[src/logic/lvx_pkg.sv]
// Package: constants, register map and helpers of the serial link interface
`default_nettype none
package lvx_pkg;
  // ---------------------------------------------------------------------------
  // Widths and timing
  // ---------------------------------------------------------------------------
  localparam int DATA_W = 10;
  localparam int PH_W = 6;
  localparam int CLK_PERIOD_NS = 4;
  localparam int PLL_RST_MIN_NS = 10;
  localparam int PLL_RST_MIN_CYC = (PLL_RST_MIN_NS + CLK_PERIOD_NS - 1) / CLK_PERIOD_NS;
  localparam logic [3:0] LOCK_EDGES = 4'h8;
  localparam logic [7:0] REF_TIMEOUT = 8'h40;
  localparam logic [3:0] RATIO_MAX = 4'ha;

  // ---------------------------------------------------------------------------
  // Register map
  // ---------------------------------------------------------------------------
  localparam logic [7:0] OFF_CTRL = 8'h00;
  localparam logic [7:0] OFF_STATUS = 8'h04;
  localparam logic [7:0] OFF_RXDATA = 8'h08;
  localparam int CTRL_SER_LSB = 0;
  localparam int CTRL_DES_LSB = 4;
  localparam int CTRL_DDR_BIT = 8;
  localparam int CTRL_DIV_LSB = 9;
  localparam int CTRL_PHASE_LSB = 11;
  localparam int CTRL_SHARE_BIT = 14;
  localparam int CTRL_EXT_BIT = 15;
  localparam int STAT_TXLOCK_BIT = 0;
  localparam int STAT_RXLOCK_BIT = 1;
  localparam logic [31:0] CTRL_RESET = 32'h0000_40aa;
  localparam logic [15:0] CTRL_WMASK = 16'hffff;

  typedef enum logic [2:0] {
    LVX_ST_IDLE = 3'b001,
    LVX_ST_ACQ = 3'b010,
    LVX_ST_LOCK = 3'b100
  } lvx_pll_st_e;

  // ---------------------------------------------------------------------------
  // Helpers
  // ---------------------------------------------------------------------------
  function automatic logic [3:0] ratio_clamp(input logic [3:0] r);
    if (r == 4'h0) return 4'h1;
    if (r > RATIO_MAX) return RATIO_MAX;
    return r;
  endfunction

  function automatic logic [DATA_W-1:0] ratio_mask(input logic [3:0] r);
    logic [DATA_W:0] one;
    one = {{DATA_W{1'b0}}, 1'b1};
    return DATA_W'((one << r) - one);
  endfunction

  // Bit boundary (mid=0) or bit centre (mid=1) on the serial phase count
  function automatic logic bit_hit(input logic [PH_W-1:0] ph, input logic ddr,
                                   input logic mid);
    if (ddr) return ph[2:0] == {mid, 2'h0};
    return ph[3:0] == {mid, 3'h0};
  endfunction
endpackage
`default_nettype wire

[src/logic/lvx_pll_if.sv]
// Interface: lock flag and serial phase count of one clock multiplier
`default_nettype none
interface lvx_pll_if;
  import lvx_pkg::*;
  logic locked;
  logic [PH_W-1:0] phase;
  modport src(output locked, output phase);
  modport dst(input locked, input phase);
endinterface
`default_nettype wire

[src/logic/lvx_deser.sv]
// Receive deserializer with word-boundary slip
`default_nettype none
module lvx_deser
  import lvx_pkg::*;
(
  input wire logic clk,
  input wire logic rst_n,
  lvx_pll_if.dst pll,
  input wire logic [3:0] ratio,
  input wire logic ddr,
  input wire logic bit_in,
  input wire logic slip,
  output logic [DATA_W-1:0] word,
  output logic out_clk
);
  logic [DATA_W-1:0] sh_r, sh_nxt, word_r, word_nxt;
  logic [3:0] cnt_r, cnt_nxt;
  logic pend_r, pend_nxt, oclk_r, oclk_nxt;
  logic stb;

  assign stb = bit_hit(pll.phase, ddr, 1'b1);
  assign word = word_r;
  assign out_clk = oclk_r;

  always_comb begin
    sh_nxt = sh_r;
    cnt_nxt = cnt_r;
    word_nxt = word_r;
    pend_nxt = pend_r | slip;
    if (!pll.locked) begin
      sh_nxt = '0;
      cnt_nxt = 4'h0;
    end else if (stb) begin
      if (pend_r) begin
        // Swallowing one bit moves the boundary; a new slip in this cycle still counts
        pend_nxt = slip;
      end else begin
        sh_nxt = {sh_r[DATA_W-2:0], bit_in};
        if (cnt_r >= ratio - 4'h1) begin
          word_nxt = {sh_r[DATA_W-2:0], bit_in} & ratio_mask(ratio);
          cnt_nxt = 4'h0;
        end else begin
          cnt_nxt = cnt_r + 4'h1;
        end
      end
    end
    oclk_nxt = pll.locked & ({cnt_nxt, 1'b0} < {1'b0, ratio});
  end

  always_ff @(posedge clk or negedge rst_n) begin
    if (!rst_n) begin
      sh_r <= '0;
      cnt_r <= 4'h0;
      word_r <= '0;
      pend_r <= 1'b0;
      oclk_r <= 1'b0;
    end else begin
      sh_r <= sh_nxt;
      cnt_r <= cnt_nxt;
      word_r <= word_nxt;
      pend_r <= pend_nxt;
      oclk_r <= oclk_nxt;
    end
  end
endmodule
`default_nettype wire

[src/logic/lvx_pll.sv]
// Clock multiplier model: locks to a reference clock and runs the serial phase count
`default_nettype none
module lvx_pll
  import lvx_pkg::*;
(
  input wire logic clk,
  input wire logic rst_n,
  input wire logic ref_clk,
  lvx_pll_if.src pll
);
  logic ref1_r, ref2_r, ref3_r;
  lvx_pll_st_e st_r, st_nxt;
  logic [3:0] edges_r, edges_nxt;
  logic [7:0] idle_r, idle_nxt;
  logic [PH_W-1:0] ph_r, ph_nxt;
  logic lock_r, lock_nxt;
  logic ref_edge;

  assign ref_edge = ref2_r & ~ref3_r;
  assign pll.locked = lock_r;
  assign pll.phase = ph_r;

  always_comb begin
    st_nxt = st_r;
    edges_nxt = edges_r;
    idle_nxt = ref_edge ? 8'h00 : idle_r + 8'h01;
    case (st_r)
      LVX_ST_IDLE: begin
        edges_nxt = 4'h0;
        if (ref_edge) begin
          st_nxt = LVX_ST_ACQ;
          edges_nxt = 4'h1;
        end
      end
      LVX_ST_ACQ: begin
        if (ref_edge) edges_nxt = edges_r + 4'h1;
        if (edges_nxt >= LOCK_EDGES) st_nxt = LVX_ST_LOCK;
        if (idle_r >= REF_TIMEOUT) st_nxt = LVX_ST_IDLE;
      end
      LVX_ST_LOCK: begin
        // A stalled reference drops lock rather than running on a stale rate
        if (idle_r >= REF_TIMEOUT) st_nxt = LVX_ST_IDLE;
      end
      default: st_nxt = LVX_ST_IDLE;
    endcase
    if (idle_r >= REF_TIMEOUT) idle_nxt = 8'h00;
    lock_nxt = st_nxt == LVX_ST_LOCK;
    ph_nxt = lock_nxt ? ph_r + 6'h01 : 6'h00;
  end

  always_ff @(posedge clk or negedge rst_n) begin
    if (!rst_n) begin
      ref1_r <= 1'b0;
      ref2_r <= 1'b0;
      ref3_r <= 1'b0;
      st_r <= LVX_ST_IDLE;
      edges_r <= 4'h0;
      idle_r <= 8'h00;
      ph_r <= 6'h00;
      lock_r <= 1'b0;
    end else begin
      ref1_r <= ref_clk;
      ref2_r <= ref1_r;
      ref3_r <= ref2_r;
      st_r <= st_nxt;
      edges_r <= edges_nxt;
      idle_r <= idle_nxt;
      ph_r <= ph_nxt;
      lock_r <= lock_nxt;
    end
  end
endmodule
`default_nettype wire

[src/logic/lvx_serdes_top.sv]
// Top: serial link transmitter, receiver, clock multipliers and APB registers
`default_nettype none
// Function
// - SDR one bit, DDR two bits per serial clock
// - Parallel words at most ten bits wide
// - Multiplier reset is asynchronous, held 10 ns; the code only retimes its release by two pclk cycles (8 ns)
// - Word width equals serialization ratio
// - Serial output timed by multiplier serial clock
// - Forwarded clock at rate, half or quarter
// - Forwarded clock phase in 45 degree steps
// - Core clock output paces fabric transmit words; held low with external multiplier
// - Transmit lock high while multiplier locked
// - One shared multiplier or one per direction
// - Receive word width equals deserialization ratio
// - Bit slip rising edge shifts boundary one
// - Receive lock high while its multiplier locked
// - Multiplier reset and controls are active high; presetn is active low
module lvx_serdes_top
  import lvx_pkg::*;
(
  input wire logic pclk,
  input wire logic presetn,
  input wire logic [7:0] paddr,
  input wire logic psel,
  input wire logic penable,
  input wire logic pwrite,
  input wire logic [31:0] pwdata,
  output logic [31:0] prdata,
  output logic pready,
  output logic pslverr,
  input wire logic pll_areset,
  input wire logic tx_ref_clk,
  input wire logic [DATA_W-1:0] tx_par_in,
  input wire logic tx_load_en,
  output logic tx_serial,
  output logic tx_fwd_clk,
  output logic tx_core_clk,
  output logic tx_lock,
  input wire logic rx_ref_clk,
  input wire logic rx_serial,
  input wire logic rx_bitslip,
  output logic [DATA_W-1:0] rx_par_out,
  output logic rx_out_clk,
  output logic rx_lock
);
  // ---------------------------------------------------------------------------
  // Multiplier reset
  // ---------------------------------------------------------------------------
  logic arst_n, prst1_r, prst_n_r;

  // Asserts at once with no clock; release is retimed to keep recovery clean
  assign arst_n = presetn & ~pll_areset;

  always_ff @(posedge pclk or negedge arst_n) begin
    if (!arst_n) begin
      prst1_r <= 1'b0;
      prst_n_r <= 1'b0;
    end else begin
      prst1_r <= 1'b1;
      prst_n_r <= prst1_r;
    end
  end

  // ---------------------------------------------------------------------------
  // Pin synchronisers
  // ---------------------------------------------------------------------------
  localparam int SYN_W = DATA_W + 3;
  logic [SYN_W-1:0] syn1_r, syn2_r;
  logic load3_r, slip3_r;
  logic [DATA_W-1:0] par_s;
  logic load_s, rx_s, slip_s, load_edge, slip_edge;

  assign par_s = syn2_r[SYN_W-1:3];
  assign load_s = syn2_r[2];
  assign rx_s = syn2_r[1];
  assign slip_s = syn2_r[0];
  assign load_edge = load_s & ~load3_r;
  assign slip_edge = slip_s & ~slip3_r;

  always_ff @(posedge pclk or negedge presetn) begin
    if (!presetn) begin
      syn1_r <= '0;
      syn2_r <= '0;
      load3_r <= 1'b0;
      slip3_r <= 1'b0;
    end else begin
      syn1_r <= {tx_par_in, tx_load_en, rx_serial, rx_bitslip};
      syn2_r <= syn1_r;
      load3_r <= load_s;
      slip3_r <= slip_s;
    end
  end

  // ---------------------------------------------------------------------------
  // APB registers
  // ---------------------------------------------------------------------------
  logic [15:0] ctrl_r, ctrl_nxt;
  logic [31:0] prdata_r, prdata_nxt, rd_val;
  logic pready_r, pready_nxt, pslverr_r, pslverr_nxt;
  logic rd_hit, acc_wait, acc_done;
  logic txlk_r, txlk_nxt;

  assign acc_wait = psel & penable & ~pready_r;
  assign acc_done = psel & penable & pready_r;

  always_comb begin
    rd_hit = 1'b1;
    case (paddr)
      OFF_CTRL: rd_val = {16'h0000, ctrl_r};
      OFF_STATUS: rd_val = {30'h0, rx_lock, txlk_r};
      OFF_RXDATA: rd_val = {22'h0, rx_par_out};
      default: begin
        rd_val = 32'h0000_0000;
        rd_hit = 1'b0;
      end
    endcase
    ctrl_nxt = ctrl_r;
    if (acc_done && pwrite && paddr == OFF_CTRL) ctrl_nxt = pwdata[15:0] & CTRL_WMASK;
    // One wait state: data and status settle before pready is shown
    pready_nxt = acc_wait;
    prdata_nxt = (acc_wait && !pwrite) ? rd_val : 32'h0000_0000;
    pslverr_nxt = acc_wait & ~rd_hit;
  end

  always_ff @(posedge pclk or negedge presetn) begin
    if (!presetn) begin
      ctrl_r <= CTRL_RESET[15:0];
      prdata_r <= 32'h0000_0000;
      pready_r <= 1'b0;
      pslverr_r <= 1'b0;
    end else begin
      ctrl_r <= ctrl_nxt;
      prdata_r <= prdata_nxt;
      pready_r <= pready_nxt;
      pslverr_r <= pslverr_nxt;
    end
  end

  assign prdata = prdata_r;
  assign pready = pready_r;
  assign pslverr = pslverr_r;

  // ---------------------------------------------------------------------------
  // Control fields
  // ---------------------------------------------------------------------------
  logic [3:0] ser_ratio, des_ratio;
  logic [1:0] div_sel, sh_amt;
  logic [2:0] phase_sel;
  logic ddr, share, ext_pll;

  assign ser_ratio = ratio_clamp(ctrl_r[CTRL_SER_LSB +: 4]);
  assign des_ratio = ratio_clamp(ctrl_r[CTRL_DES_LSB +: 4]);
  assign ddr = ctrl_r[CTRL_DDR_BIT];
  assign div_sel = (ctrl_r[CTRL_DIV_LSB +: 2] == 2'h3) ? 2'h2 : ctrl_r[CTRL_DIV_LSB +: 2];
  assign phase_sel = ctrl_r[CTRL_PHASE_LSB +: 3];
  assign share = ctrl_r[CTRL_SHARE_BIT];
  assign ext_pll = ctrl_r[CTRL_EXT_BIT];
  // Forwarded period is 8 phase steps of (1 << sh_amt) cycles each
  assign sh_amt = div_sel + {1'b0, ~ddr};

  // ---------------------------------------------------------------------------
  // Clock multipliers
  // ---------------------------------------------------------------------------
  lvx_pll_if tx_pll_if();
  lvx_pll_if rx_pll_if();
  lvx_pll_if rx_sel_if();

  lvx_pll u_tx_pll (
    .clk(pclk),
    .rst_n(prst_n_r),
    .ref_clk(tx_ref_clk),
    .pll(tx_pll_if.src)
  );

  lvx_pll u_rx_pll (
    .clk(pclk),
    .rst_n(prst_n_r),
    .ref_clk(rx_ref_clk),
    .pll(rx_pll_if.src)
  );

  // Sharing hands the receiver the transmit multiplier; otherwise its own
  assign rx_sel_if.locked = share ? tx_pll_if.locked : rx_pll_if.locked;
  assign rx_sel_if.phase = share ? tx_pll_if.phase : rx_pll_if.phase;

  // ---------------------------------------------------------------------------
  // Receiver
  // ---------------------------------------------------------------------------
  lvx_deser u_deser (
    .clk(pclk),
    .rst_n(prst_n_r),
    .pll(rx_sel_if.dst),
    .ratio(des_ratio),
    .ddr(ddr),
    .bit_in(rx_s),
    .slip(slip_edge),
    .word(rx_par_out),
    .out_clk(rx_out_clk)
  );

  logic rxlk_r;

  always_ff @(posedge pclk or negedge prst_n_r) begin
    if (!prst_n_r) begin
      rxlk_r <= 1'b0;
    end else begin
      rxlk_r <= rx_sel_if.locked;
    end
  end

  assign rx_lock = rxlk_r;

  // ---------------------------------------------------------------------------
  // Transmitter
  // ---------------------------------------------------------------------------
  logic [DATA_W-1:0] sh_r, sh_nxt, word_r, word_nxt, src;
  logic [3:0] cnt_r, cnt_nxt;
  logic ser_r, ser_nxt, fwd_r, fwd_nxt, core_r, core_nxt;
  logic [PH_W-1:0] ph, pos;
  logic locked, bit_stb, half;

  assign locked = tx_pll_if.locked;
  assign ph = tx_pll_if.phase;
  assign bit_stb = bit_hit(ph, ddr, 1'b0);
  assign half = ddr ? ph[2] : ph[3];
  assign pos = ph + PH_W'({3'b000, phase_sel} << sh_amt);
  // Without the external multiplier, fabric data is read at the word boundary
  assign src = ext_pll ? word_r : par_s;

  always_comb begin
    sh_nxt = sh_r;
    cnt_nxt = cnt_r;
    ser_nxt = ser_r;
    word_nxt = word_r;
    if (ext_pll && load_edge) word_nxt = par_s;
    if (!locked) begin
      sh_nxt = '0;
      cnt_nxt = 4'h0;
      ser_nxt = 1'b0;
    end else if (bit_stb) begin
      if (cnt_r == 4'h0) begin
        sh_nxt = src & ratio_mask(ser_ratio);
        ser_nxt = src[ser_ratio - 4'h1];
        cnt_nxt = ser_ratio - 4'h1;
      end else begin
        ser_nxt = sh_r[cnt_r - 4'h1];
        cnt_nxt = cnt_r - 4'h1;
      end
    end
    // Three-bit index: a two-bit sum would wrap the quarter-rate tap onto bit 0 or 1
    fwd_nxt = locked & pos[{1'b0, sh_amt} + 3'h2];
    if (ser_ratio == 4'h1) begin
      core_nxt = ~half;
    end else begin
      core_nxt = {cnt_r, 1'b0} >= {1'b0, ser_ratio};
    end
    core_nxt = core_nxt & locked & ~ext_pll;
    txlk_nxt = locked;
  end

  always_ff @(posedge pclk or negedge prst_n_r) begin
    if (!prst_n_r) begin
      sh_r <= '0;
      cnt_r <= 4'h0;
      ser_r <= 1'b0;
      fwd_r <= 1'b0;
      core_r <= 1'b0;
      word_r <= '0;
      txlk_r <= 1'b0;
    end else begin
      sh_r <= sh_nxt;
      cnt_r <= cnt_nxt;
      ser_r <= ser_nxt;
      fwd_r <= fwd_nxt;
      core_r <= core_nxt;
      word_r <= word_nxt;
      txlk_r <= txlk_nxt;
    end
  end

  assign tx_serial = ser_r;
  assign tx_fwd_clk = fwd_r;
  assign tx_core_clk = core_r;
  assign tx_lock = txlk_r;
endmodule
`default_nettype wire
[config.mk]
export PLATFORM = sky130hd
export DESIGN_NAME = lvx_serdes_top
export DESIGN_NICKNAME = d
export VERILOG_FILES = /design/src/logic/lvx_pkg.sv /design/src/logic/lvx_pll_if.sv /design/src/logic/lvx_deser.sv /design/src/logic/lvx_pll.sv /design/src/logic/lvx_serdes_top.sv
export SDC_FILE = /design/constraint.sdc
export NUM_CORES = 1
export LEC_CHECK = 0
export ABC_AREA = 0
export BUFFER_PORTS_ARGS = -buffer_cell sky130_fd_sc_hd__buf_4
export CORE_MARGIN = 1.5
export CORE_UTILIZATION = 50
export DETAILED_ROUTE_END_ITERATION = 6
export MAX_ROUTING_LAYER = met4
export PLACE_DENSITY_LB_ADDON = 0.3
export SLEW_MARGIN = 40
export SYNTH_ARGS = -nofsm -noshare
export SYNTH_HDL_FRONTEND = slang
export SYNTH_SLANG_ARGS = --single-unit
[constraint.sdc]
create_clock -name pclk -period 4 [get_ports pclk]
set_input_delay 0.2 -clock pclk [delete_from_list [all_inputs] [get_ports pclk]]
set_output_delay 0.2 -clock pclk [all_outputs]
set_load 0.05 [all_outputs]
==> impl_results.md, run 1 <==
* Sum of net half-perimeters after detailed placement at 12130 µm
* GRT Util Overall at 22.32%
* Internal at 2.730 mW
* Worst setup EP type: flip-flop
* Hold buffers post-CTS at 28
* Core ar. at 15940 µm²
* Mapped Cells at 772
* Slowest stage delay, CP at 0.54 ns
* Area delta synth->final at 20.18%
* Logic pwr share at 5.6%
* Synth Warn # at 0
* CTS resizes at 0
* Num ports at 111
* Hold Startpoint: pwdata[9]
* Die Wd at 131.0 µm
* VDD IR max at 0.0002972 V
* Actual slew at the worst max-slew pin at 0.7743 ns
* NetSw at 788.2 µW
* Ys async rst share at 100.0%
* Vias in the first global route at 5693
* Main synth FF type: dfrtp_1
* Crit-path cells: o21ai_0 -> a21oi_1 -> buf_4 -> ha_1 -> ha_1 -> ha_1 -> a21o_1 -> a211oi_2 -> mux2i_1 -> nor2_1 -> ha_1 -> a21oi_1 -> nor2b_1 -> o21ai_0 -> and3_1
* Final ANT Viol Nets at 0
* Synth cell types at 69
* Register share of total power at 49.5%
* First-pass GRT wire length at 28370 µm
* Most frequent CP cell: ha_1
* # fillers at 1319
* Max Root-Sink Buffers at 2
* Post-Syn Area at 8198 µm²
* Crit path capture: u_deser.out_clk$_DFF_PN0_
* Required time of the critical path at 4.37 ns
* Highest clock rate at 288.3 MHz
* Status: complete, but fails checks
* TritonCTS clock tree: yes
* Drt drc at 1
* Worst r2r src: ctrl_r[6]$_DFFE_PN0P_
* # diodes at 0
* Slowest-stage cell, CP: dfrtp_1
* Clock Latency Late Sink at 0.43 ns
* CP startpoint: ctrl_r[6]$_DFFE_PN0P_
* Clk_skew at 0.006864 ns
* Drt first pass iters at 7
* Post-synth EDFFs at 0
* Grt ovf at 0
* Critical R2R Capture: u_deser.out_clk$_DFF_PN0_
* # setup viols final at 0
* Syn avg cell area at 10.62 µm²
* Clock transition at path regs at 0.06 ns
* Pins Over Slew Limit at 0
* Hold crit path type: in2reg
* Nets at 977
* Clock power share at 44.8%
* Total CTS buffers at 17
* CTS Sinks at 166
* Setup TNS at 0 ns
* CP max FO at 16
* Vias at 5909
* CP Class: reg2reg
* Max cap viols at 0
* Failing checks: DRC
* Root Buffer: clkbuf_16
* Switch share at 22.41%
* Global placement routability congestion at 0.8848
* CP arrival at 3.84 ns
* Initial core utilization at 51.42%
* Rows at 46
* PwrDens at 357.1 nW/µm²
* Layout cells sized above 1 at 19.10%
* Final cycle utilization of the critical path at 86.71%
* Sequential-to-total area share from yosys stat at 50.78%
* Hold Vio Cnt, Final at 0
* Die area at 17170 µm²
* DR vias/cell at 5.343
* Routed WL at 17430 µm
* Initial DRC count at 457
* Reg2reg setup slack at 0.53 ns
* LEAKAGE at 4.685 nW
* Pin count of the biggest net entering global routing at 64
* Drt wl/cell at 15.76 µm
* Die height at 131.0 µm
* Relative slew slack at 47.36%
* Final min period at 3.469 ns
* Core Util, Final at 61.80%
* IO Port Bufs at 78
* Initial antenna violation count at 0
* # H-tree levels at 4
* Worst Reg2Reg Path Length in Cells at 15
* Setup bufs post-CTS at 0
* RSZ-0062 raised after global routing: false
* Startpoint types: flip-flop
* Register bit total from synthesis at 166
==> flip-flops by register name, summed over array words and instances, names as in the netlist, 3 cells and up <==
register / count
u_deser.cnt_r: 4
cnt_r: 4
u_rx_pll.pll.phase: 4
u_rx_pll.st_r: 3
u_rx_pll.edges_r: 4
u_deser.word: 10
u_tx_pll.edges_r: 4
syn1_r: 13
ctrl_r: 16
sh_r: 10
syn2_r: 13
prdata: 16
word_r: 10
u_tx_pll.idle_r: 8
u_tx_pll.pll.phase: 6
u_deser.sh_r: 9
u_rx_pll.idle_r: 8
u_tx_pll.st_r: 3
==> metal layers <==
| metal | vias up | share of wire, % | global-route usage, % |
|---|---|---|---|
| met5 | - | 0 | - |
| met2 | 123 | 48 | 35.11 |
| met1 | 2888 | 47 | 29.33 |
| met3 | 19 | 3.6 | 4.764 |
| met4 | 0 | 1.4 | 6.335 |
| li1 | 2879 | - | - |
==> cell usage after synthesis (3+ instances only) <==
master    instances  area (µm²)
nor2b_1          24       150.1
nor3_1           14       70.07
xnor2_1          11       96.34
buf_2             3       15.01
o21bai_1          4       30.03
o31ai_1          14       105.1
ha_1             38       475.5
a22oi_1          10       75.07
dfstp_2           7       183.9
nand2b_1         12       75.07
o211ai_1          3       22.52
xor2_1           18       157.7
a211oi_1          6       45.04
and3_1            9       56.30
a21boi_0          4       30.03
mux2i_1          26       260.3
inv_1            29       108.9
nor2_1           77       289.0
or3_1             5       31.28
clkbuf_1         28       105.1
dfrtp_1         159        3979
buf_4            16       120.1
a32oi_1           3       26.28
mux2_4            3       45.04
o21ai_0          49       245.2
a21o_1            6       45.04
nand4_1           3       18.77
nor3b_1           5       37.54
a21oi_1          35       175.2
a32o_1            3       30.03
nor4_1            3       18.77
nand3_1          19       95.09
nand2_1          54       202.7
mux2_2           24       270.3
==> final cells by class <==
class	instances	area, µm²	share of cell area, %
sequential	166	4167	42.29
multi-input combinational	544	3747	38.04
timing repair buffer	119	984.7	9.995
clock buffer	25	505.5	5.131
tap	216	270.3	2.743
inverter	29	108.9	1.105
clock inverter	7	68.82	0.6985
==> how the worst min path moves through the flow <==
| stage | to | cells after the start |
|---|---|---|
| 6_report | ctrl_r[9]$_DFFE_PN0P_ | 2 |
| 4_1_cts | ctrl_r[6]$_DFFE_PN0P_ | 2 |
| 3_3_place_gp | prst1_r$_DFF_PN0_ | 2 |
| 2_1_floorplan | ctrl_r[0]$_DFFE_PN0P_ | 0 |
| 5_1_grt | ctrl_r[12]$_DFFE_PN0P_ | 2 |
| 3_5_place_dp | prst1_r$_DFF_PN0_ | 2 |
==> placed cells by master, fill, tap and decap left out, types with 18 or more instances in the layout <==
| cell | n |
|---|---|
| o21ai_0 | 49 |
| nor2b_1 | 24 |
| dfrtp_1 | 158 |
| conb_1 | 19 |
| dlygate4sd3_1 | 30 |
| inv_1 | 29 |
| mux2i_1 | 25 |
| a21oi_1 | 35 |
| nor2_1 | 77 |
| xor2_1 | 18 |
| buf_4 | 87 |
| mux2_2 | 24 |
| nand2_1 | 54 |
| nand3_1 | 19 |
| ha_1 | 38 |
==> power by group through the flow <==
stage / Clock (mW) / Sequential, mW / Combinational, mW
2_1_floorplan: 0 / 1.77 / 0.109
5_1_grt: 1.68 / 1.75 / 0.222
4_1_cts: 1.61 / 1.74 / 0.199
3_3_place_gp: 0 / 1.78 / 0.163
3_5_place_dp: 0 / 1.77 / 0.176
6_report: 1.58 / 1.74 / 0.198
==> cells by family after synthesis <==
logic type,share of synthesized area (%)
xor gates and xnor gates,3.098
muxes,7.570
other,0.09161
DFF,50.78
AOI/OAI and AO/OA,13.72
buffers and inverters,4.594
and+or+nand+nor,13.98
adders and majority gates,6.166
==> stage by stage <==
| stage | hold slack, ns | power [mW] | setup WS [ns] | cell area [µm²] | cells |
|---|---|---|---|---|---|
| 3_3_place_gp | 0.1332 | 1.943 | 0.6352 | 8944 | 1043 |
| 6_report | 0.01731 | 3.518 | 0.5315 | 9852 | 1106 |
| 3_5_place_dp | 0.1411 | 1.949 | 0.5636 | 8970 | 1044 |
| 2_1_floorplan | -0.09559 | 1.882 | 0.6668 | 8262 | 789 |
| 4_1_cts | 0.001143 | 3.552 | 0.5409 | 9824 | 1104 |
| 5_1_grt | 0.007658 | 3.650 | 0.2579 | 9852 | 1106 |
==> critical path: cells and delay by family, from the launching register on <==
family,cells,cell delay [ns]
mux,1,0.12
buf+inv,1,0.16
simple gates,3,0.40
fa+ha+maj,4,1.04
flops,1,0.54
compound gates,6,1.16
Power figures use the tool's default switching activity.
==> inputs of run 2 (changes only) <==
CELL_PAD_IN_SITES_DETAIL_PLACEMENT = 0   (was unset)
CELL_PAD_IN_SITES_GLOBAL_PLACEMENT = 2   (was unset)
CORE_UTILIZATION = 37   (was 50)
PLACE_DENSITY_LB_ADDON = 0.1   (was 0.3)
==> impl_results.md, run 2 (synthesis gave the netlist of run 1 again) <==
* Highest clock rate at 287.6 MHz
* Inst Count DP at 1110
* Nets at 977
* Initial antenna violation count at 0
* PwrDens at 365.0 nW/µm²
* Final ANT Viol Nets at 0
* LEAKAGE at 4.686 nW
* GRT Util Overall at 17.74%
* Final min period at 3.477 ns
* Total CTS buffers at 17
* CTS Sinks at 166
* Placed Area at 9041 µm²
* Max layer used: met4
* Met3 Wirelength at 744 µm
* Commonest non-fill, non-tap cell in the layout: dfrtp_1
* IO Port Bufs at 78
* Metal-1 WL at 9496 µm
* Final worst slack at 0.5226 ns
* Num ports at 111
* Hold buffers post-CTS at 28
* WL met2 at 8502 µm
* Vias at 5922
* Worst setup EP type: flip-flop
* Dpl ws at 0.4932 ns
* Drt drc at 0
* # fillers at 2071
* Most frequent cells in the layout: 158 x dfrtp_1, 90 x buf_4, 77 x nor2_1
* Actual slew at the worst max-slew pin at 0.7226 ns
* Area delta synth->final at 21.08%
* # diodes at 0
* Initial core utilization at 37.68%
* Die area at 23060 µm²
* Clk_skew at 0.008451 ns
* Drt wl/cell at 16.26 µm
* Setup bufs post-CTS at 0
* # H-tree levels at 4
* RSZ-0062 raised after global routing: false
* Relative slew slack at 51.82%
* Max cap viols at 0
* Pin count of the biggest net entering global routing at 64
* Hold crit path type: in2reg
* Grt ovf at 0
* Initial DRC count at 377
* CTS resizes at 0
* Hold Slack at 0.01987 ns
* TritonCTS clock tree: yes
* VDD IR max at 0.0002607 V
* Required time of the critical path at 4.37 ns
* Hold Vio Cnt, Final at 0
* Layout cells sized above 1 at 19.24%
* Total Power at 3.622 mW
* Max Root-Sink Buffers at 2
* Pins Over Slew Limit at 0
* Rows at 54
* Setup TNS at 0 ns
* Routed WL at 19010 µm
* Startpoint types: flip-flop
* # setup viols final at 0
* Post-route cell area at 9926 µm²
* Die Wd at 151.9 µm
* Status: finished, final reports clean
* DR vias/cell at 5.066
* Die height at 151.9 µm
* Core ar. at 21760 µm²
* Clock Latency Late Sink at 0.43 ns
* Core Util, Final at 45.62%
* CP max FO at 10
* Final cycle utilization of the critical path at 86.93%
* CP arrival at 3.84 ns
* CP Class: reg2reg
* Finished Layout Cells at 1169
* Root Buffer: clkbuf_16
* Vias in the first global route at 5889
* First-pass GRT wire length at 31710 µm
* Global placement routability congestion at 0.8309
* Drt first pass iters at 5
* Sum of net half-perimeters after detailed placement at 13580 µm
* Clock transition at path regs at 0.06 ns
## run 2: changes by cell type in the layout (fill, tap and decap cells not counted)
cell / change
dlygate4sd3_1: -2
clkinv_4: +1
inv_6: +2
buf_12: -1
clkbuf_1: -1
buf_4: +3
bufinv_16: +2
nor3_4: -1
nor3_1: +1
clkbuf_8: -4
clkinv_2: -1
## run 2: where the power goes
part	switching (mW)	total (mW)	internal (mW)
combinational	0.114	0.191	0.0766
clock	0.687	1.69	0.999
sequential	0.0334	1.75	1.71
## run 2: per-layer routing
| metal | global-route usage (%) | vias up |
|---|---|---|
| met3 | 3.965 | 21 |
| li1 | - | 2888 |
| met1 | 25.04 | 2885 |
| met2 | 25.64 | 128 |
| met5 | - | - |
| met4 | 4.808 | 0 |
## run 2: final timing paths
kind                                       start                              end  slack [ns]  cells past startpoint
max                        ctrl_r[7]$_DFFE_PN1P_        u_deser.out_clk$_DFF_PN0_        0.52                     15
min                                   pwdata[11]           ctrl_r[11]$_DFFE_PN0P_        0.02                      2
max reg2reg                ctrl_r[7]$_DFFE_PN1P_        u_deser.out_clk$_DFF_PN0_        0.52                     15
min reg2reg                  syn1_r[9]$_DFF_PN0_              syn2_r[9]$_DFF_PN0_        0.35                      0
max in group asynchronous     prst_n_r$_DFF_PN0_  u_rx_pll.pll.phase[3]$_DFF_PN0_        2.75                      1
min in group asynchronous             pll_areset               prst_n_r$_DFF_PN0_        0.25                      3
## run 2: area by class of cell
cell class / count / area [µm²] / area share, %
clock buffers: 20 / 446.7 / 4.500
clock inverters: 11 / 150.1 / 1.513
inverters: 29 / 108.9 / 1.097
multi-input cells: 544 / 3736 / 37.64
flip-flops and latches: 166 / 4167 / 41.98
well taps: 280 / 350.3 / 3.530
repair buffers: 119 / 967.2 / 9.744
## run 2: critical path, stage by stage (launching register included)
cell and delay (ns):
dfstp_2 0.62, o21ai_0 0.11, a21oi_1 0.25, buf_4 0.17, ha_1 0.17, ha_1 0.25
ha_1 0.27, a21o_1 0.20, a211oi_2 0.33, mux2i_1 0.13, nor2_1 0.16, ha_1 0.25
a21oi_1 0.16, nor2b_1 0.06, o21ai_0 0.13, and3_1 0.16
